<file path="config.mk">
export PLATFORM = sky130hd
export DESIGN_NAME = ipvmc_config
export DESIGN_NICKNAME = d
export VERILOG_FILES = /design/src/hw/ipvmc_pkg.sv /design/src/hw/ipvmc_clkout.sv /design/src/hw/ipvmc_config.sv
export SDC_FILE = /design/constraint.sdc
export NUM_CORES = 1
export LEC_CHECK = 0
export BUFFER_PORTS_ARGS = -buffer_cell sky130_fd_sc_hd__buf_2
export CAP_MARGIN = 5
export CELL_PAD_IN_SITES_DETAIL_PLACEMENT = 0
export CELL_PAD_IN_SITES_GLOBAL_PLACEMENT = 1
export CORE_MARGIN = 10
export CORE_UTILIZATION = 34
export CTS_CLUSTER_DIAMETER = 50
export DETAILED_ROUTE_END_ITERATION = 8
export GPL_TIMING_DRIVEN = 1
export HOLD_SLACK_MARGIN = 0.15
export PLACE_DENSITY_LB_ADDON = 0.1
export SLEW_MARGIN = 5
export SYNTH_ARGS = -nofsm -noshare
export SYNTH_HDL_FRONTEND = slang
export SYNTH_HIERARCHICAL = 1
export SYNTH_SLANG_ARGS = --single-unit
</file>
<file path="constraint.sdc">
create_clock -name clk_sys_i -period 2 [get_ports clk_sys_i]
set_input_delay 0.1 -clock clk_sys_i [delete_from_list [all_inputs] [get_ports clk_sys_i]]
set_output_delay 0.1 -clock clk_sys_i [all_outputs]
set_load 0.05 [all_outputs]
</file>
<file path="src/hw/ipvmc_pkg.sv">
// Constants and types for the plug-and-play vendor and memory registers
package ipvmc_pkg;
    // Configuration register offsets on the address port
    localparam logic [7:0] ADDR_BUS_CTRL   = 8'h20;
    localparam logic [7:0] ADDR_CLK_CTRL   = 8'h21;
    localparam logic [7:0] ADDR_MODE_WIDTH = 8'h22;
    localparam logic [7:0] ADDR_ACTIVATE   = 8'h30;
    localparam logic [7:0] ADDR_RANGE_CHK  = 8'h31;
    localparam logic [7:0] ADDR_BASE_HI    = 8'h40;
    localparam logic [7:0] ADDR_BASE_LO    = 8'h41;
    localparam logic [7:0] ADDR_MEM_CTRL   = 8'h42;
    localparam logic [7:0] ADDR_LEN_HI     = 8'h43;
    localparam logic [7:0] ADDR_LEN_LO     = 8'h44;

    // Serial memory byte holding the mode and width defaults
    localparam logic [7:0] SERIAL_MODE_ADDR = 8'h07;

    // Bus control fields
    localparam int         BC_CS_READY_BIT  = 0;
    localparam int         BC_INT_READY_BIT = 1;
    localparam logic [1:0] BUS_CTRL_RST     = 2'h3;

    // Clock control fields; divider bits are stored swapped
    localparam int         CC_LOW_POWER_ENABLE_BIT   = 0;
    localparam int         CC_STP_BIT    = 1;
    localparam int         CC_DIV1_BIT   = 2;
    localparam int         CC_DIV0_BIT   = 3;
    localparam int         CC_DRV_LSB    = 4;
    localparam logic [5:0] CLK_CTRL_RST  = 6'h00;
    localparam logic [1:0] DRV_OFF       = 2'h3;
    localparam logic [1:0] DIV_FULL      = 2'h0;
    localparam logic [1:0] DIV_3_4       = 2'h1;
    localparam logic [1:0] DIV_1_2       = 2'h2;
    localparam logic [1:0] DIV_OFF       = 2'h3;

    // Mode and width fields
    localparam int         MW_INT_MEM_BIT = 7;
    localparam int         MW_CS_MEM_BIT  = 6;
    localparam int         MW_INT_W_BIT   = 5;
    localparam int         MW_CS_W_BIT    = 4;
    localparam logic [7:0] MW_WRITE_MASK  = 8'hF7;
    localparam logic [7:0] MODE_WIDTH_RST = 8'h00;

    // Logical device control fields
    localparam int         ACT_BIT        = 0;
    localparam int         RC_RVL_BIT     = 0;
    localparam int         RC_EN_BIT      = 1;
    localparam logic [7:0] CHECK_VAL_ONE  = 8'h55;
    localparam logic [7:0] CHECK_VAL_ZERO = 8'hAA;

    // Memory descriptor fields
    localparam int         MC_SIZE_BIT    = 1;
    localparam int         LEN_EN_BIT     = 4;
    localparam logic [7:0] BASE_HI_RST    = 8'h00;
    localparam logic [3:0] BASE_LO_RST    = 4'h0;

    // Chip-select I/O comparator masks over address bits 15..0
    localparam logic [15:0] CS_MASK [8] = '{
        16'hFFF8, 16'hFFE0, 16'hFFC0, 16'hFF80,
        16'hFF00, 16'hFC00, 16'hF000, 16'hE000
    };

    // Data-valid deadlines: half reference periods plus fixed delay
    localparam int         CLK_PS              = 25000;
    localparam int         DV_EXTRA_PS         = 20000;
    localparam int         MEM_DV_HALF_PERIODS = 5;
    localparam int         IO_DV_HALF_PERIODS  = 7;
    localparam int         MEM_DV_PS =
        MEM_DV_HALF_PERIODS * CLK_PS / 2 + DV_EXTRA_PS;
    localparam int         IO_DV_PS =
        IO_DV_HALF_PERIODS * CLK_PS / 2 + DV_EXTRA_PS;
    // Longest times round down
    localparam logic [3:0] MEM_DV_CYC = 4'(MEM_DV_PS / CLK_PS);
    localparam logic [3:0] IO_DV_CYC  = 4'(IO_DV_PS / CLK_PS);

    typedef enum logic [1:0] {
        ACC_IDLE = 2'b00,
        ACC_WAIT = 2'b01,
        ACC_DATA = 2'b10
    } ipvmc_acc_t;
endpackage

</file>
<file path="src/hw/ipvmc_clkout.sv">
// Clock-output strength and division control
`timescale 1ns/1ps
module ipvmc_clkout (
    input  wire logic       clk_sys_i,
    input  wire logic       rst_i,
    input  wire logic [1:0] drive_sel_i,
    input  wire logic [1:0] divider_i,
    input  wire logic       osc_stop_i,
    output logic            gate_o,
    output logic [1:0]      drive_o,
    output logic            oe_o
);
    logic [1:0] phase_reg;

    always_ff @(posedge clk_sys_i) begin
        if (rst_i) begin
            phase_reg <= 2'h0;
        end else begin
            phase_reg <= phase_reg + 2'h1;
        end
    end

    // Pad passes reference edges only while gate is high
    always_ff @(posedge clk_sys_i) begin
        if (rst_i) begin
            gate_o <= 1'b1;
        end else begin
            unique case (divider_i)
                ipvmc_pkg::DIV_FULL: gate_o <= 1'b1;
                ipvmc_pkg::DIV_3_4:  gate_o <= (phase_reg != 2'h3);
                ipvmc_pkg::DIV_1_2:  gate_o <= ~phase_reg[0];
                ipvmc_pkg::DIV_OFF:  gate_o <= 1'b1;
            endcase
        end
    end

    // Disabled output floats; the pad pull-up keeps it high
    always_ff @(posedge clk_sys_i) begin
        if (rst_i) begin
            drive_o <= 2'h0;
            oe_o    <= 1'b1;
        end else begin
            drive_o <= drive_sel_i;
            oe_o    <= (drive_sel_i != ipvmc_pkg::DRV_OFF)
                    && (divider_i != ipvmc_pkg::DIV_OFF)
                    && !osc_stop_i;
        end
    end
endmodule // ipvmc_clkout

</file>
<file path="src/hw/ipvmc_config.sv">
// Plug-and-play vendor, logical-device and memory configuration registers
`timescale 1ns/1ps
module ipvmc_config #(
    parameter int INT_IO_SPAN_BITS = 5
) (
    input  wire logic        clk_sys_i,
    input  wire logic        rst_i,
    input  wire logic        cfg_config_state_i,
    input  wire logic        cfg_reset_cmd_i,
    input  wire logic [7:0]  cfg_addr_i,
    input  wire logic        cfg_wr_i,
    input  wire logic        cfg_rd_i,
    input  wire logic [7:0]  cfg_wdata_i,
    output logic [7:0]       cfg_rdata_o,
    output logic             cfg_rvalid_o,
    output logic             serial_load_req_o,
    output logic [7:0]       serial_load_addr_o,
    input  wire logic [7:0]  serial_byte_i,
    input  wire logic        serial_byte_valid_i,
    input  wire logic [23:0] isa_addr_i,
    input  wire logic        isa_memr_n_i,
    input  wire logic        isa_ior_n_i,
    input  wire logic        cs_ready_i,
    input  wire logic [15:0] int_io_base_i,
    input  wire logic [15:0] cs_io_base_i,
    input  wire logic        cs_mem_hit_i,
    input  wire logic [15:0] int_rdata_i,
    output logic [15:0]      isa_data_o,
    output logic             isa_data_oe_o,
    output logic             iochrdy_o,
    output logic             iochrdy_oe_o,
    output logic             io_cs16_o,
    output logic             mem_cs16_o,
    output logic             extra_chip_select_n_o,
    input  wire logic        power_down_request_i,
    output logic             osc_stop_o,
    output logic             int_clk_off_o,
    output logic             clock_output_gate_o,
    output logic [1:0]       clock_out_drive_o,
    output logic             clock_output_oe_o
);
    logic [1:0]  bus_ctrl_reg;
    logic [5:0]  clk_ctrl_reg;
    logic [7:0]  mode_width_reg;
    logic        active_reg;
    logic [1:0]  range_chk_reg;
    logic [7:0]  base_hi_reg;
    logic [3:0]  base_lo_reg;
    logic        mem_size_reg;
    logic        mem_en_reg;
    logic        load_pend_reg;
    logic [23:0] addr_s1_reg;
    logic [23:0] addr_s2_reg;
    logic [2:0]  memr_n_reg;
    logic [2:0]  ior_n_reg;
    logic [1:0]  cs_rdy_reg;
    logic [3:0]  cnt_reg;
    logic [7:0]  rdata_next;
    logic        wr_ok;
    logic        defaults;
    logic        mem_start;
    logic        io_start;
    logic        int_mem_hit;
    logic        int_io_hit;
    logic        cs_io_hit;
    logic        cs_hit;
    logic        check_mode;
    logic [15:0] cs_mask;
    ipvmc_pkg::ipvmc_acc_t acc_reg;

    assign wr_ok    = cfg_wr_i && cfg_config_state_i;
    assign defaults = rst_i || cfg_reset_cmd_i;

    always_ff @(posedge clk_sys_i) begin
        if (defaults) begin
            bus_ctrl_reg  <= ipvmc_pkg::BUS_CTRL_RST;
            clk_ctrl_reg  <= ipvmc_pkg::CLK_CTRL_RST;
            active_reg    <= 1'b0;
            range_chk_reg <= 2'h0;
            base_hi_reg   <= ipvmc_pkg::BASE_HI_RST;
            base_lo_reg   <= ipvmc_pkg::BASE_LO_RST;
            mem_size_reg  <= 1'b0;
            mem_en_reg    <= 1'b0;
        end else if (wr_ok) begin
            unique case (cfg_addr_i)
                ipvmc_pkg::ADDR_BUS_CTRL:  bus_ctrl_reg  <= cfg_wdata_i[1:0];
                ipvmc_pkg::ADDR_CLK_CTRL:  clk_ctrl_reg  <= cfg_wdata_i[5:0];
                ipvmc_pkg::ADDR_ACTIVATE:
                    active_reg <= cfg_wdata_i[ipvmc_pkg::ACT_BIT];
                ipvmc_pkg::ADDR_RANGE_CHK: range_chk_reg <= cfg_wdata_i[1:0];
                ipvmc_pkg::ADDR_BASE_HI:   base_hi_reg   <= cfg_wdata_i;
                ipvmc_pkg::ADDR_BASE_LO:
                    base_lo_reg <= cfg_wdata_i[7:4];
                ipvmc_pkg::ADDR_MEM_CTRL:
                    mem_size_reg <= cfg_wdata_i[ipvmc_pkg::MC_SIZE_BIT];
                ipvmc_pkg::ADDR_LEN_LO:
                    mem_en_reg <= cfg_wdata_i[ipvmc_pkg::LEN_EN_BIT];
                default: ;
            endcase
        end
    end

    // Mode byte comes from the serial memory, not a fixed default
    always_ff @(posedge clk_sys_i) begin
        if (rst_i) begin
            mode_width_reg <= ipvmc_pkg::MODE_WIDTH_RST;
        end else if (serial_byte_valid_i && load_pend_reg) begin
            mode_width_reg <= serial_byte_i & ipvmc_pkg::MW_WRITE_MASK;
        end else if (wr_ok && cfg_addr_i == ipvmc_pkg::ADDR_MODE_WIDTH) begin
            mode_width_reg <= cfg_wdata_i & ipvmc_pkg::MW_WRITE_MASK;
        end
    end

    // A reset command arriving with the byte restarts the load
    always_ff @(posedge clk_sys_i) begin
        if (rst_i) begin
            load_pend_reg <= 1'b1;
        end else if (cfg_reset_cmd_i) begin
            load_pend_reg <= 1'b1;
        end else if (serial_byte_valid_i) begin
            load_pend_reg <= 1'b0;
        end
    end

    always_ff @(posedge clk_sys_i) begin
        if (rst_i) begin
            serial_load_req_o  <= 1'b0;
            serial_load_addr_o <= 8'h00;
        end else begin
            serial_load_req_o  <= load_pend_reg && !cfg_reset_cmd_i;
            serial_load_addr_o <= ipvmc_pkg::SERIAL_MODE_ADDR;
        end
    end

    always_comb begin
        rdata_next = 8'h00;
        unique case (cfg_addr_i)
            ipvmc_pkg::ADDR_BUS_CTRL:   rdata_next = {6'h00, bus_ctrl_reg};
            ipvmc_pkg::ADDR_CLK_CTRL:   rdata_next = {2'h0, clk_ctrl_reg};
            ipvmc_pkg::ADDR_MODE_WIDTH: rdata_next = mode_width_reg;
            ipvmc_pkg::ADDR_ACTIVATE:   rdata_next = {7'h00, active_reg};
            ipvmc_pkg::ADDR_RANGE_CHK:  rdata_next = {6'h00, range_chk_reg};
            ipvmc_pkg::ADDR_BASE_HI:    rdata_next = base_hi_reg;
            ipvmc_pkg::ADDR_BASE_LO:
                rdata_next = {base_lo_reg, 4'h0};
            ipvmc_pkg::ADDR_MEM_CTRL:
                rdata_next = {6'h00, mem_size_reg, 1'b0};
            ipvmc_pkg::ADDR_LEN_HI:
                rdata_next = {8{mem_en_reg}};
            ipvmc_pkg::ADDR_LEN_LO:
                rdata_next = {{4{mem_en_reg}}, 4'h0};
            default: rdata_next = 8'h00;
        endcase
    end

    // Reads outside the configuration state return zero
    always_ff @(posedge clk_sys_i) begin
        if (rst_i) begin
            cfg_rdata_o  <= 8'h00;
            cfg_rvalid_o <= 1'b0;
        end else begin
            cfg_rdata_o  <= cfg_config_state_i ? rdata_next : 8'h00;
            cfg_rvalid_o <= cfg_rd_i;
        end
    end

    // Bus pins are asynchronous to the reference clock
    always_ff @(posedge clk_sys_i) begin
        if (rst_i) begin
            addr_s1_reg <= 24'h000000;
            addr_s2_reg <= 24'h000000;
            memr_n_reg  <= 3'h7;
            ior_n_reg   <= 3'h7;
            cs_rdy_reg  <= 2'h3;
        end else begin
            addr_s1_reg <= isa_addr_i;
            addr_s2_reg <= addr_s1_reg;
            memr_n_reg  <= {memr_n_reg[1:0], isa_memr_n_i};
            ior_n_reg   <= {ior_n_reg[1:0], isa_ior_n_i};
            cs_rdy_reg  <= {cs_rdy_reg[0], cs_ready_i};
        end
    end

    assign cs_mask     = ipvmc_pkg::CS_MASK[mode_width_reg[2:0]];
    assign int_mem_hit = mode_width_reg[ipvmc_pkg::MW_INT_MEM_BIT]
                      && mem_en_reg
                      && addr_s2_reg[23:12] == {base_hi_reg, base_lo_reg};
    assign int_io_hit  = !mode_width_reg[ipvmc_pkg::MW_INT_MEM_BIT]
                      && addr_s2_reg[15:INT_IO_SPAN_BITS]
                         == int_io_base_i[15:INT_IO_SPAN_BITS];
    assign cs_io_hit   = (addr_s2_reg[15:0] & cs_mask)
                      == (cs_io_base_i & cs_mask);
    assign cs_hit      = mode_width_reg[ipvmc_pkg::MW_CS_MEM_BIT]
                      ? (cs_mem_hit_i && !memr_n_reg[1])
                      : (cs_io_hit && !ior_n_reg[1]);
    assign check_mode  = !active_reg && range_chk_reg[ipvmc_pkg::RC_EN_BIT];
    assign mem_start   = memr_n_reg[2] && !memr_n_reg[1] && int_mem_hit
                      && active_reg;
    assign io_start    = ior_n_reg[2] && !ior_n_reg[1] && int_io_hit
                      && (active_reg || check_mode);

    // I/O delay is counted from strobe start; conservative for back-to-back
    always_ff @(posedge clk_sys_i) begin
        if (rst_i) begin
            acc_reg <= ipvmc_pkg::ACC_IDLE;
            cnt_reg <= 4'h0;
        end else begin
            unique case (acc_reg)
                ipvmc_pkg::ACC_IDLE: begin
                    if (mem_start) begin
                        acc_reg <= ipvmc_pkg::ACC_WAIT;
                        cnt_reg <= ipvmc_pkg::MEM_DV_CYC;
                    end else if (io_start) begin
                        acc_reg <= ipvmc_pkg::ACC_WAIT;
                        cnt_reg <= ipvmc_pkg::IO_DV_CYC;
                    end
                end
                ipvmc_pkg::ACC_WAIT: begin
                    if (cnt_reg <= 4'h1) begin
                        acc_reg <= ipvmc_pkg::ACC_DATA;
                    end
                    cnt_reg <= cnt_reg - 4'h1;
                end
                ipvmc_pkg::ACC_DATA: begin
                    if (memr_n_reg[1] && ior_n_reg[1]) begin
                        acc_reg <= ipvmc_pkg::ACC_IDLE;
                    end
                end
                default: acc_reg <= ipvmc_pkg::ACC_IDLE;
            endcase
        end
    end

    always_ff @(posedge clk_sys_i) begin
        if (rst_i) begin
            isa_data_o    <= 16'h0000;
            isa_data_oe_o <= 1'b0;
        end else begin
            isa_data_oe_o <= (acc_reg == ipvmc_pkg::ACC_WAIT && cnt_reg <= 4'h1)
                          || (acc_reg == ipvmc_pkg::ACC_DATA
                              && !(memr_n_reg[1] && ior_n_reg[1]));
            if (check_mode && !ior_n_reg[1]) begin
                isa_data_o <= {8'h00,
                    range_chk_reg[ipvmc_pkg::RC_RVL_BIT]
                    ? ipvmc_pkg::CHECK_VAL_ONE
                    : ipvmc_pkg::CHECK_VAL_ZERO};
            end else begin
                isa_data_o <= int_rdata_i;
            end
        end
    end

    // Ready: internal wait first, else pass the region's own ready
    always_ff @(posedge clk_sys_i) begin
        if (rst_i) begin
            iochrdy_o    <= 1'b1;
            iochrdy_oe_o <= 1'b0;
        end else if (acc_reg == ipvmc_pkg::ACC_WAIT
                     && bus_ctrl_reg[ipvmc_pkg::BC_INT_READY_BIT]) begin
            iochrdy_o    <= 1'b0;
            iochrdy_oe_o <= 1'b1;
        end else if (cs_hit && active_reg
                     && bus_ctrl_reg[ipvmc_pkg::BC_CS_READY_BIT]) begin
            iochrdy_o    <= cs_rdy_reg[1];
            iochrdy_oe_o <= 1'b1;
        end else begin
            iochrdy_o    <= 1'b1;
            iochrdy_oe_o <= 1'b0;
        end
    end

    always_ff @(posedge clk_sys_i) begin
        if (rst_i) begin
            extra_chip_select_n_o <= 1'b1;
            io_cs16_o             <= 1'b0;
            mem_cs16_o            <= 1'b0;
        end else begin
            extra_chip_select_n_o <= !(cs_hit && active_reg);
            io_cs16_o <= active_reg
                && ((int_io_hit && mode_width_reg[ipvmc_pkg::MW_INT_W_BIT])
                 || (cs_io_hit && !mode_width_reg[ipvmc_pkg::MW_CS_MEM_BIT]
                     && mode_width_reg[ipvmc_pkg::MW_CS_W_BIT]));
            mem_cs16_o <= active_reg && int_mem_hit && mem_size_reg;
        end
    end

    always_ff @(posedge clk_sys_i) begin
        if (rst_i) begin
            osc_stop_o    <= 1'b0;
            int_clk_off_o <= 1'b0;
        end else begin
            osc_stop_o    <= power_down_request_i
                          && clk_ctrl_reg[ipvmc_pkg::CC_STP_BIT];
            int_clk_off_o <= power_down_request_i
                          && clk_ctrl_reg[ipvmc_pkg::CC_LOW_POWER_ENABLE_BIT];
        end
    end

    ipvmc_clkout u_clkout (
        .clk_sys_i   (clk_sys_i),
        .rst_i       (rst_i),
        .drive_sel_i (clk_ctrl_reg[ipvmc_pkg::CC_DRV_LSB +: 2]),
        .divider_i   ({clk_ctrl_reg[ipvmc_pkg::CC_DIV1_BIT],
                       clk_ctrl_reg[ipvmc_pkg::CC_DIV0_BIT]}),
        .osc_stop_i  (osc_stop_o),
        .gate_o      (clock_output_gate_o),
        .drive_o     (clock_out_drive_o),
        .oe_o        (clock_output_oe_o)
    );
endmodule // ipvmc_config

</file>
Word level (Yosys, flattened, before mapping)
Memories as Yosys holds them, arrays and structs flattened.
Index checks and enable logic that the tools add are counted.
- add/sub/neg operators: 2
- $lt $le $gt $ge: 2
- eq/ne operators: 24
- mux-type cells: 22
- bitwise operators: 5
- reduce and logical (&&, ||, !) cells: 64
- operator list (cell ; number):
    $pmux 8 s10 ; 1
    $eq 8x6->1 const B ; 5
    $eq 8x7->1 const B ; 5
    $logic_and 1x1->1 ; 33
    $and 16x16->16 ; 2
    $mux 16 ; 2
    $mux 8 ; 4
    $reduce_and 2->1 ; 9
    $eq 16x16->1 ; 1
    $eq 12x12->1 ; 1
    $eq 11x11->1 ; 1
    $logic_not 1->1 ; 9
    $mux 2 ; 4
    $mux 4 ; 2
    $pmux 4 s2 ; 1
    $reduce_or 2->1 ; 4
    $eq 2x2->1 const B ; 3
    $ne 2x2->1 const B ; 3
    $pmux 2 s3 ; 1
    $mux 1 ; 5
    $eq 2x1->1 const B ; 2
    $ge 4x4->1 const B ; 1
    $le 4x1->1 const B ; 1
    $logic_not 2->1 ; 2
    11 further kinds ; 17
- bits in registers: 143
- bits in read-only memories: 128
- input bits: 108
- output and inout port bits: 46
- logic and storage cells: 155
- memories kept: 1
- memories (memory ; depth ; width ; read ports ; clocked after memory_dff ; write ports ; line ; text):
    (no name shown) ; 8 ; 16 ; 1 ; 0 ; 0 ; ipvmc_config.sv:184 ; assign cs_mask = ipvmc_pkg::CS_MASK[mode_width_reg[2:0]];

Logic depth before layout (Yosys ltp)
Gate-level depths: netlist (run 1).
- depth after elaboration: 12
- mapped depth: 7

By module
The synthesis (run 1) kept the hierarchy.
- modules (own cells, without submodules) (module ; instances ; cells an instance ; area each (µm²) ; sequential area each (µm²)):
    ipvmc_config ; 1 ; 517 ; 4909.7 ; 2482.4
    ipvmc_clkout ; 1 ; 22 ; 237.7 ; 120.1

Worst setup path after synthesis (run 1)
OpenSTA, ideal clock, no wires.
- path type: reg-to-reg
- from: reg addr_s2_reg[15]
- to: reg iochrdy_o
- setup time: 137 ps
- arrival time: 1757 ps
- required time: 1863 ps
- slack: 106 ps
- stages on the path, launching flop included: 6
- period minus slack after synthesis: 1894 ps
- path through: dfxtp_1 > xor2_1 > or4_1 > or4_1 > o31ai_2 > a41oi_1
- word-level cells in the longest chain between the ends: 8
- ends and longest elaborated chain (item ; line ; text):
    from (decl) ; ipvmc_config.sv:53 ; logic [23:0] addr_s2_reg;
    from (signal assigned) ; ipvmc_config.sv:177 ; addr_s2_reg <= addr_s1_reg;
    $and 16x16->16 ; ipvmc_config.sv:191 ; assign cs_io_hit = (addr_s2_reg[15:0] & cs_mask)
    $eq 16x16->1 ; ipvmc_config.sv:192 ; == (cs_io_base_i & cs_mask);
    $logic_and 1x1->1 ; ipvmc_config.sv:195 ; : (cs_io_hit && !ior_n_reg[1]);
    $mux 1 ; ipvmc_config.sv:194 ; ? (cs_mem_hit_i && !memr_n_reg[1])
    $logic_and 1x1->1 ; ipvmc_config.sv:262 ; end else if (cs_hit && active_reg
    $logic_and 1x1->1 ; ipvmc_config.sv:263 ; && bus_ctrl_reg[ipvmc_pkg::BC_CS_READY_BIT]) begin
    $mux 1 ; ipvmc_config.sv:262 ;
    $mux 1 ; ipvmc_config.sv:258 ; end else if (acc_reg == ipvmc_pkg::ACC_WAIT
    to (signal assigned) ; ipvmc_config.sv:264 ; iochrdy_o <= cs_rdy_reg[1];
    to (decl) ; ipvmc_config.sv:30 ; output logic iochrdy_o,
Every way passes these cells.
A chain may end at the register's enable or synchronous reset.

Worst setup path after layout (run 1)
Same ends and word-level chain as after synthesis.

==> impl_metrics.py, run 1 <==
metrics = {
    "cells_and_area": {
        "final_cell_mix": "buf_2, dfxtp_1, dlygate4sd3_1, nand2_1, nor2b_1",
        "drive_gt1_share_pct": 28.4,
        "syn_to_final_growth_pct": 44.4,
        "diodes": 0,
        "layout_commonest_cell": "buf_2",
        "fin_nets": 875,
        "final_area_um2": 7430,
    },
    "sta": {
        "setup_viol": 0,
        "tightest_slew_ps": 516,
        "fin_skew_ps": 8.61,
        "fin_setup_tns_ps": 0,
        "whs_ps": 187,
        "slew_violations": 0,
        "fmax_mhz": 510,
        "rsz0062_at_grt": "yes",
        "fin_crit_ps": 1960,
        "hold_violations": 0,
        "period_share_pct": 98.1,
        "relSlewSlack_pct": 65.6,
    },
    "logic_synthesis": {
        "yosysUniqueCellTypes": 60,
        "synthesis.area_um2": 5150,
        "synth-seq-cells": 130,
        "ys_warn_count": 6,
        "seq_area_frac_synth_pct": 50.6,
        "async_flop_share_pct": 0,
        "syn_inst": 539,
        "synth_area_leader_cell": "dfxtp_1",
        "netlist.area_leader.share_pct": 50.6,
        "synth_edf_count": 0,
        "synthTopCellsByArea": "dfxtp_1, nor2b_1, nand2_1",
        "ys.flop_type": "dfxtp_1",
        "syn_area_per_cell_um2": 9.55,
    },
    "worst_setup_path": {
        "cp-start-kind": "flop",
        "cp_cell_sequence": "xor2_1 > or4_4 > or4_4 > o31ai_4 > a41oi_2",
        "end_kind": "flop",
        "path_class": "flop to flop",
        "crit_slowest_cell": "or4_4",
        "reg2reg_from": "addr_s2_reg[15]$_SDFF_PP0_",
        "worstPathArrival_ps": 2240,
        "max_stage_delay_ps": 510,
        "r2r_end": "iochrdy_o$_SDFF_PP1_",
        "r2r_setup_slack_ps": 40,
        "cp.required_ps": 2280,
        "path_max_fanout": 3,
        "cpMostUsedCell": "or4_4",
        "reg2reg_depth": 5,
    },
    "run_status": {
        "status": "complete, no violations",
    },
    "cts": {
        "cts_htree_levels": 4,
        "clockRootBuffer": "clkbuf_16",
        "clock_latency_ps": 420,
        "cts_tree": "yes",
        "clock_path_buffers": 2,
        "cts_sinks": 130,
        "cts_buffers": 17,
        "path_clk_slew_ps": 60,
    },
    "route": {
        "dr.pass1.iters": 4,
        "vias": 4422,
        "drc_errors": 0,
        "viasPerCell": 4.62,
        "drt-wirelength-per-cell_um": 15.8,
        "ant_nets": 0,
        "drt_wl_total_um": 15200,
        "drt-initial-drc-count": 234,
    },
    "placement": {
        "placed_area_um2": 6120,
        "portBuffers": 136,
        "gp_congestion": 0.822,
        "hpwl_um": 11400,
    },
    "power": {
        "ir_worst_vdd_uv": 543,
        "leakage_uw": 0.00319,
        "p_per_area_nw_per_um2": 852,
        "fin_total_pwr_uw": 6330,
    },
    "min_path": {
        "holdPathStages": 4,
        "min_to": "mem_size_reg$_SDFFE_PP0P_",
        "hp-start": "cfg_addr_i[1]",
        "holdCritPathClass": "input pin to flop",
    },
    "global_route": {
        "grt_pass1_wl_um": 23800,
        "antenna_found_initial": 0,
        "grt_start_max_net_pins": 49,
        "grt_pass1_vias": 4544,
        "grt_remaining_overflow": 0,
        "track_usage_pct": 15.1,
    },
    "flow_run": {
        "maxCapViolations": 0,
    },
    "floorplanning": {
        "die_y_um": 143,
        "rows": 44,
        "top_level_ports": 154,
        "die-area_um2": 20500,
        "start_util_pct": 35.0,
        "die_w_um": 143,
        "core-area_um2": 14700,
    },
}
==> metrics by stage <==
stage	setup WS, ps	utilization (%)	std cells
2_1_floorplan	106	-	543
3_3_place_gp	35.8	41.6	857
3_5_place_dp	-11.4	41.6	857
4_1_cts	1.48	50.4	958
5_1_grt	-69.7	50.6	958
6_report	38.4	50.6	958
==> per-layer routing <==
| metal | part of all wire (%) | GRT usage [%] | vias up |
|---|---|---|---|
| met1 | 45 | 18.2 | 1997 |
| li1 | - | - | 2281 |
| met4 | 1.5 | 5.97 | 0 |
| met2 | 46 | 24.1 | 127 |
| met5 | 0 | 0 | - |
| met3 | 7.6 | 5.17 | 17 |
==> final cells by class <==
type | instances | area, µm²
fill | 1355 | 7270
sequential | 130 | 2600
multi-input combinational | 372 | 2400
timing repair buffer | 230 | 1570
clock buffer | 22 | 484
tap | 184 | 230
clock inverter | 10 | 101
inverter | 10 | 37.5
==> Yosys cell counts, types with 4 or more instances <==
| library cell | instances |
|---|---|
| dfxtp_1 | 130 |
| nand2_1 | 57 |
| nor2b_1 | 51 |
| nor2_1 | 38 |
| a21oi_1 | 32 |
| xnor2_1 | 21 |
| nand3_1 | 18 |
| clkbuf_1 | 17 |
| and3_1 | 15 |
| xor2_1 | 15 |
| mux2i_1 | 14 |
| or2_2 | 11 |
| inv_1 | 10 |
| buf_4 | 8 |
| a311oi_1 | 7 |
| a22oi_1 | 6 |
| a31oi_1 | 6 |
| ha_1 | 6 |
| buf_2 | 5 |
| a41oi_1 | 4 |
| nand4_1 | 4 |
| nor3_1 | 4 |
| nor4_1 | 4 |
==> kinds of logic (layout without fill, tap and decap cells) <==
| family | count (synthesis) | after routing | share of synthesized area, % |
|---|---|---|---|
| AND/OR/NAND/NOR | 227 | 227 | 23.7 |
| AO/OA/AOI/OAI | 81 | 81 | 10.7 |
| adder cells (fa/ha/maj) | 6 | 6 | 1.46 |
| buffers and inverters | 41 | 272 | 3.69 |
| XOR/XNOR | 36 | 36 | 6.13 |
| multiplexers | 17 | 17 | 3.60 |
| flip-flops | 130 | 130 | 50.6 |
| other | 1 | 5 | 0.0729 |
==> worst max-delay path by stage <==
stage / endpoint / cells after the start / slack [ps] / startpoint
floorplan: iochrdy_o$_SDFF_PP1_ / 5 / 110 / addr_s2_reg[15]$_SDFF_PP0_
CTS: mode_width_reg[5]$_SDFFE_PP0P_ / 7 / 1 / cfg_config_state_i
finish: iochrdy_o$_SDFF_PP1_ / 5 / 40 / addr_s2_reg[15]$_SDFF_PP0_
global route: iochrdy_o$_SDFF_PP1_ / 5 / -70 / addr_s2_reg[15]$_SDFF_PP0_
detailed placement: iochrdy_o$_SDFF_PP1_ / 5 / -10 / addr_s2_reg[15]$_SDFF_PP0_
global placement: iochrdy_o$_SDFF_PP1_ / 5 / 40 / addr_s2_reg[15]$_SDFF_PP0_
==> report_power, final <==
| part | total [µW] | switching, µW | internal, µW | leakage [µW] |
|---|---|---|---|---|
| clock | 3000 | 1150 | 1850 | 0.000279 |
| sequential | 2720 | 41.0 | 2670 | 0.00107 |
| combinational | 622 | 326 | 296 | 0.00185 |
| total | 6330 | 1510 | 4820 | 0.00319 |
==> critical path: cells and delay by family (launching register included) <==
family,cells,cell delay (ps)
xor+xnor,1,150
flops,1,320
compound gates,2,390
simple gates,2,970
==> what timing repair did <==
action | 4_1_cts | 5_1_grt
hold buffers | 69 | 0
pin swaps | 1 | 1
setup buffers | 0 | 0
gates resized for setup | 2 | 5
setup endpoints to repair | 1 | 6
hold endpoints to repair | 87 | 0
Note: power is estimated with default switching activity, not from simulation.
==> inputs of run 2 (changes only) <==
==> constraint.sdc (replaced) <==
create_clock -name clk_sys_i -period 1.7 [get_ports clk_sys_i]
set_input_delay 0.085 -clock clk_sys_i [delete_from_list [all_inputs] [get_ports clk_sys_i]]
set_output_delay 0.085 -clock clk_sys_i [all_outputs]
set_load 0.05 [all_outputs]
==> impl_metrics.py, run 2 (synthesis results as in run 1) <==
metrics = {
    "sta": {
        "tightest_slew_ps": 568,
        "fin_ws_ps": -211,
        "fin_skew_ps": 6.39,
        "rsz0062_at_grt": "yes",
        "period_share_pct": 112,
        "slew_violations": 0,
        "relSlewSlack_pct": 62.1,
        "hold_violations": 0,
        "fmax_mhz": 523,
        "setup_viol": 5,
        "fin_crit_ps": 1910,
    },
    "worst_setup_path": {
        "path_class": "flop to flop",
        "crit_slowest_cell": "or4_1",
        "cp.required_ps": 1980,
        "reg2reg_from": "addr_s2_reg[15]$_SDFF_PP0_",
        "path_max_fanout": 3,
        "end_kind": "flop",
        "cp_cell_sequence": "xor2_1 > or4_1 > or4_4 > o31ai_4 > a41oi_1",
        "path_buf_inv": 0,
        "cpLargestDelayFamily": "simple AND/OR/NAND/NOR gates",
        "startpoint": "addr_s2_reg[15]$_SDFF_PP0_",
        "max_stage_delay_ps": 510,
        "cp-start-kind": "flop",
        "worstPathArrival_ps": 2190,
    },
    "cells_and_area": {
        "diodes": 0,
        "num-fill-cells": 1379,
        "final_cell_mix": "buf_2, dfxtp_1, dlygate4sd3_1, nand2_1, nor2b_1",
        "layout_commonest_cell": "buf_2",
        "syn_to_final_growth_pct": 47.4,
        "final_area_um2": 7590,
        "drive_gt1_share_pct": 30.9,
        "fin_nets": 892,
    },
    "min_path": {
        "holdCritPathClass": "input pin to flop",
        "hp-start": "cfg_addr_i[4]",
    },
    "route": {
        "drc_errors": 0,
        "drt-wirelength-per-cell_um": 15.9,
        "drt-initial-drc-count": 327,
        "viasPerCell": 4.73,
        "dr.pass1.iters": 4,
        "ant_nets": 0,
        "vias": 4598,
        "drt_wl_total_um": 15400,
    },
    "cts": {
        "clock_path_buffers": 2,
        "cts_tree": "yes",
        "cts_htree_levels": 4,
        "path_clk_slew_ps": 50,
        "cts_sinks": 130,
        "clock_latency_ps": 410,
        "cts_buffers": 17,
        "clockRootBuffer": "clkbuf_16",
    },
    "floorplanning": {
        "rows": 44,
        "die_y_um": 143,
        "start_util_pct": 35.0,
        "die_w_um": 143,
        "top_level_ports": 154,
        "die-area_um2": 20500,
        "core-area_um2": 14700,
    },
    "placement": {
        "placed_area_um2": 6270,
        "dpl_worst_slack_ps": -197,
        "portBuffers": 136,
        "hpwl_um": 11500,
        "gp_congestion": 0.818,
    },
    "power": {
        "p_int_uw": 5570,
        "combPwrFrac_pct": 10.5,
        "leakage_uw": 0.00326,
        "p_per_area_nw_per_um2": 964,
        "switching_share_pct": 23.8,
        "power_switching_uw": 1740,
        "ir_worst_vdd_uv": 662,
        "fin_total_pwr_uw": 7310,
        "pwr-share-clk_pct": 45.9,
        "seq_power_share_pct": 43.7,
    },
    "run_status": {
        "violations": "negative setup slack",
        "status": "finished with violations",
    },
    "global_route": {
        "track_usage_pct": 15.2,
        "antenna_found_initial": 0,
        "grt_remaining_overflow": 0,
        "grt_pass1_vias": 4729,
        "grt_pass1_wl_um": 24300,
        "grt_start_max_net_pins": 65,
    },
    "flow_run": {
        "maxCapViolations": 0,
    },
}
run 2: power by group through the flow:
stage | Combinational, µW | Sequential, µW | Clock [µW]
final | 767 | 3190 | 3350
after global routing | 837 | 3200 | 3570
after CTS | 762 | 3190 | 3440
after detailed placement | 637 | 3260 | 0
after global placement | 630 | 3260 | 0
after floorplan | 288 | 3330 | 0
run 2: per-layer routing:
layer  part of all wire (%)  track usage, %
met4                   0.98            4.40
met5                      0               0
met2                     47            24.3
met1                     43            18.6
met3                    9.0            5.70
run 2: timing repair:
item                                    in CTS  in global routing
resized for setup                            4                 12
setup buffers                                0                  2
cloned                                       0                  0
endpoints found under the setup margin       9                 10
pin swaps                                    3                  9
endpoints found under the hold margin       91                  0
hold buffers                                67                  0
run 2: cell type report:
| cell class | instances | area (µm²) | share of cell area (%) |
|---|---|---|---|
| Sequential cell | 130 | 2610 | 34.4 |
| Multi-Input combinational cell | 372 | 2450 | 32.3 |
| Timing Repair Buffer | 247 | 1720 | 22.6 |
| Clock buffer | 21 | 460 | 6.07 |
| Tap cell | 184 | 230 | 3.03 |
| Clock inverter | 9 | 85.1 | 1.12 |
| Inverter | 10 | 37.5 | 0.495 |
run 2: worst register-to-register path, delay by kind of cell (launching register included):
family,cells,cell delay [ps]
AOI/OAI and AO/OA,2,360
xor gates and xnor gates,1,130
DFF,1,320
and+or+nand+nor,2,960
run 2: worst paths after layout:
check	end	slack, ps	depth (start not counted)
min	active_reg$_SDFFE_PP0P_	230	5
max	iochrdy_o$_SDFF_PP1_	-210	5
max reg2reg	iochrdy_o$_SDFF_PP1_	-210	5
min reg2reg	ior_n_reg[1]$_SDFF_PP1_	400	1
run 2: per-stage QoR:
step,hold slack [ps],std cells,utilization (%),TNS [ps]
3_3_place_gp,271,874,42.7,-1750
3_5_place_dp,276,874,42.7,-2510
2_1_floorplan,152,543,-,-302
6_report,228,973,51.6,-626
4_1_cts,202,971,51.1,-612
5_1_grt,253,973,51.6,-883
==> inputs of run 3 (changes only) <==
--- a/config.mk
+++ b/config.mk
@@ -5,17 +5,19 @@
 export SDC_FILE = /design/constraint.sdc
 export NUM_CORES = 1
 export LEC_CHECK = 0
+export ABC_AREA = 1
 export BUFFER_PORTS_ARGS = -buffer_cell sky130_fd_sc_hd__buf_2
 export CAP_MARGIN = 5
 export CELL_PAD_IN_SITES_DETAIL_PLACEMENT = 0
 export CELL_PAD_IN_SITES_GLOBAL_PLACEMENT = 1
 export CORE_MARGIN = 10
-export CORE_UTILIZATION = 34
+export CORE_UTILIZATION = 33
 export CTS_CLUSTER_DIAMETER = 50
 export DETAILED_ROUTE_END_ITERATION = 8
 export GPL_TIMING_DRIVEN = 1
 export HOLD_SLACK_MARGIN = 0.15
 export PLACE_DENSITY_LB_ADDON = 0.1
+export SKIP_LAST_GASP = 1
 export SLEW_MARGIN = 5
 export SYNTH_ARGS = -nofsm -noshare
 export SYNTH_HDL_FRONTEND = slang
==> impl_metrics.py, run 3 <==
metrics = {
    "logic_synthesis": {
        "synth-compound-area-share_pct": 11.0,
        "synth_top_family_by_area": "simple AND/OR/NAND/NOR gates",
        "yosysMostFrequentCell": "nand2_1",
        "synth_area_leader_cell": "dfxtp_1",
        "netlist.area_leader.share_pct": 48.6,
        "synthAdderAreaFrac_pct": 1.40,
        "ys.flop_type": "dfxtp_1",
        "synth_xor_area_share_pct": 2.29,
        "synthesis.area_um2": 5360,
        "syn_area_per_cell_um2": 7.33,
        "yosys.area_share.simple_pct": 24.6,
        "synthTopCellsByArea": "dfxtp_1, nand2_1, inv_1",
        "syn_inst": 731,
        "async_flop_share_pct": 0,
        "synth-seq-cells": 130,
        "synthMuxAreaShare_pct": 0,
        "synth_edf_count": 0,
        "synth_common_cells": "nand2_1, inv_1, dfxtp_1, nor2_1, a21oi_1",
        "yosysUniqueCellTypes": 39,
        "ys_warn_count": 6,
        "seq_area_frac_synth_pct": 48.6,
    },
    "min_path": {
        "holdPathStages": 5,
        "min_to": "mem_en_reg$_SDFFE_PP0P_",
        "holdCritPathClass": "input pin to flop",
        "hp-start": "cfg_addr_i[6]",
    },
    "sta": {
        "period_share_pct": 94.5,
        "relSlewSlack_pct": 58.3,
        "slew_violations": 0,
        "fin_skew_ps": 6.06,
        "setup_viol": 0,
        "fin_ws_ps": 93.5,
        "fin_setup_tns_ps": 0,
        "tightest_slew_ps": 619,
        "fmax_mhz": 622,
        "fin_crit_ps": 1610,
        "hold_violations": 0,
    },
    "worst_setup_path": {
        "max_stage_delay_ps": 530,
        "path_max_fanout": 4,
        "end_kind": "flop",
        "crit_slowest_cell": "dlygate4sd3_1",
        "r2r_setup_slack_ps": 190,
        "cp_cell_sequence": "dlygate4sd3_1 > buf_2 > inv_1 > nand2_1 > nor4_4 > o21ai_0 > a31oi_1",
        "worstPathArrival_ps": 1940,
        "path_class": "input pin to flop",
        "reg2reg_from": "addr_s2_reg[14]$_SDFF_PP0_",
        "r2r_end": "cnt_reg[0]$_SDFFE_PP0P_",
        "reg2reg_depth": 11,
        "cp-start-kind": "input pin",
        "cp.required_ps": 2030,
    },
    "route": {
        "wl_met2_um": 7820,
        "drt_wl_total_um": 16400,
        "topRoutingLayerUsed": "met4",
        "wl_met1_um": 7250,
        "drt-initial-drc-count": 205,
        "drt-wirelength-per-cell_um": 13.7,
        "viasPerCell": 4.30,
        "drc_errors": 0,
        "dr.pass1.iters": 5,
        "wl_met3_um": 1170,
        "ant_nets": 0,
        "vias": 5150,
    },
    "cts": {
        "path_clk_slew_ps": 60,
        "clock_path_buffers": 2,
        "cts_sinks": 130,
        "cts_tree": "yes",
        "cts_htree_levels": 4,
        "clock_latency_ps": 420,
        "clockRootBuffer": "clkbuf_16",
        "cts_buffers": 17,
    },
    "floorplanning": {
        "core-area_um2": 15900,
        "top_level_ports": 154,
        "die_y_um": 147,
        "die-area_um2": 21700,
        "start_util_pct": 33.7,
        "die_w_um": 147,
        "rows": 46,
    },
    "placement": {
        "portBuffers": 136,
        "hpwl_um": 12400,
        "dpl_worst_slack_ps": 100,
        "dpl.cell_count": 1085,
        "gp_congestion": 0.851,
    },
    "power": {
        "pwr-share-clk_pct": 49.6,
        "leakage_uw": 0.00374,
        "power_switching_uw": 1890,
        "combPwrFrac_pct": 9.9,
        "p_int_uw": 6030,
        "ir_worst_vdd_uv": 683,
        "switching_share_pct": 23.8,
        "p_per_area_nw_per_um2": 1010,
        "seq_power_share_pct": 40.5,
    },
    "cells_and_area": {
        "fin_util_pct": 49.4,
        "num-fill-cells": 1627,
        "final_cell_mix": "nand2_1, buf_2, inv_1, dfxtp_1, nor2_1",
        "final_cell_count_no_fill": 1197,
        "diodes": 0,
        "syn_to_final_growth_pct": 46.6,
        "fin_nets": 1082,
        "drive_gt1_share_pct": 23.4,
    },
    "global_route": {
        "track_usage_pct": 15.1,
        "grt_pass1_vias": 5222,
        "grt_pass1_wl_um": 26300,
        "grt_remaining_overflow": 0,
        "antenna_found_initial": 0,
        "grt_start_max_net_pins": 47,
    },
    "run_status": {
        "status": "complete, no violations",
    },
    "flow_run": {
        "maxCapViolations": 0,
    },
}
-- run 3: cell count changes in the layout (fill, tap and decap cells not counted), sizes merged, moves of 15 or more --
cell   delta
nand3    +16
buf      -20
nand2    +82
inv     +131
o21ai    +32
nor2b    -51
and3     -15
a21oi    +15
nor2     +78
-- run 3: what timing repair did --
action / 4_1_cts / 5_1_grt
setup buffers: 0 / 5
gates resized for setup: 0 / 24
hold endpoints to repair: 86 / 0
hold buffers: 75 / 0
endpoints found under the setup margin: 0 / 32
-- run 3: per-layer routing --
metal / track usage (%) / up-vias
met5: 0 / -
li1: - / 2717
met3: 4.95 / 15
met4: 5.85 / 0
met1: 17.7 / 2280
met2: 24.9 / 138
-- run 3: through the flow --
step	area (µm²)	power (µW)	hold WS [ps]
2_1_floorplan	5370	3640	152
6_report	7850	7910	171
3_3_place_gp	6340	3890	272
4_1_cts	7730	7980	181
5_1_grt	7850	8230	202
3_5_place_dp	6340	3900	269
-- run 3: final cells by class --
class	count	area, µm²	area share (%)
Timing Repair Buffer	234	1600	20.4
Multi-Input combinational cell	443	2200	28.0
Sequential cell	130	2610	33.2
Clock buffer	20	457	5.82
Clock inverter	12	179	2.28
Tap cell	216	270	3.44
Inverter	142	536	6.82
-- run 3: how the worst max path moves through the flow --
stage,from,endpoint,slack [ps],depth (start not counted)
after floorplan,addr_s2_reg[15]$_SDFF_PP0_,cnt_reg[0]$_SDFFE_PP0P_,370,11
after detailed placement,addr_s2_reg[14]$_SDFF_PP0_,cnt_reg[0]$_SDFFE_PP0P_,100,11
after CTS,cfg_addr_i[3],mem_size_reg$_SDFFE_PP0P_,20,8
after global placement,addr_s2_reg[14]$_SDFF_PP0_,cnt_reg[0]$_SDFFE_PP0P_,140,11
after global routing,cfg_addr_i[3],mode_width_reg[4]$_SDFFE_PP0P_,-9,10
final,cfg_addr_i[0],cfg_rdata_o[4]$_SDFF_PP0_,90,7
-- run 3: cell families (layout without fill, tap and decap cells) --
group / count (synthesis) / count (layout)
AO/OA/AOI/OAI: 106 / 106
XOR/XNOR: 14 / 14
adder cells (fa/ha/maj): 6 / 6
buffers and inverters: 162 / 408
flip-flops: 130 / 130
other: 1 / 5
AND/OR/NAND/NOR: 312 / 312
-- run 3: power by group through the flow --
stage	sequential, µW	combinational [µW]	clock (µW)
final	3200	784	3930
after floorplan	3340	308	0
after global routing	3210	869	4150
after detailed placement	3270	633	0
after global placement	3260	629	0
after CTS	3200	768	4010
-- run 3: worst max-delay path, delay by kind of cell --
family | cells | cell delay [ps]
buffers and inverters | 3 | 830
AOI/OAI and AO/OA | 2 | 580
and+or+nand+nor | 2 | 440
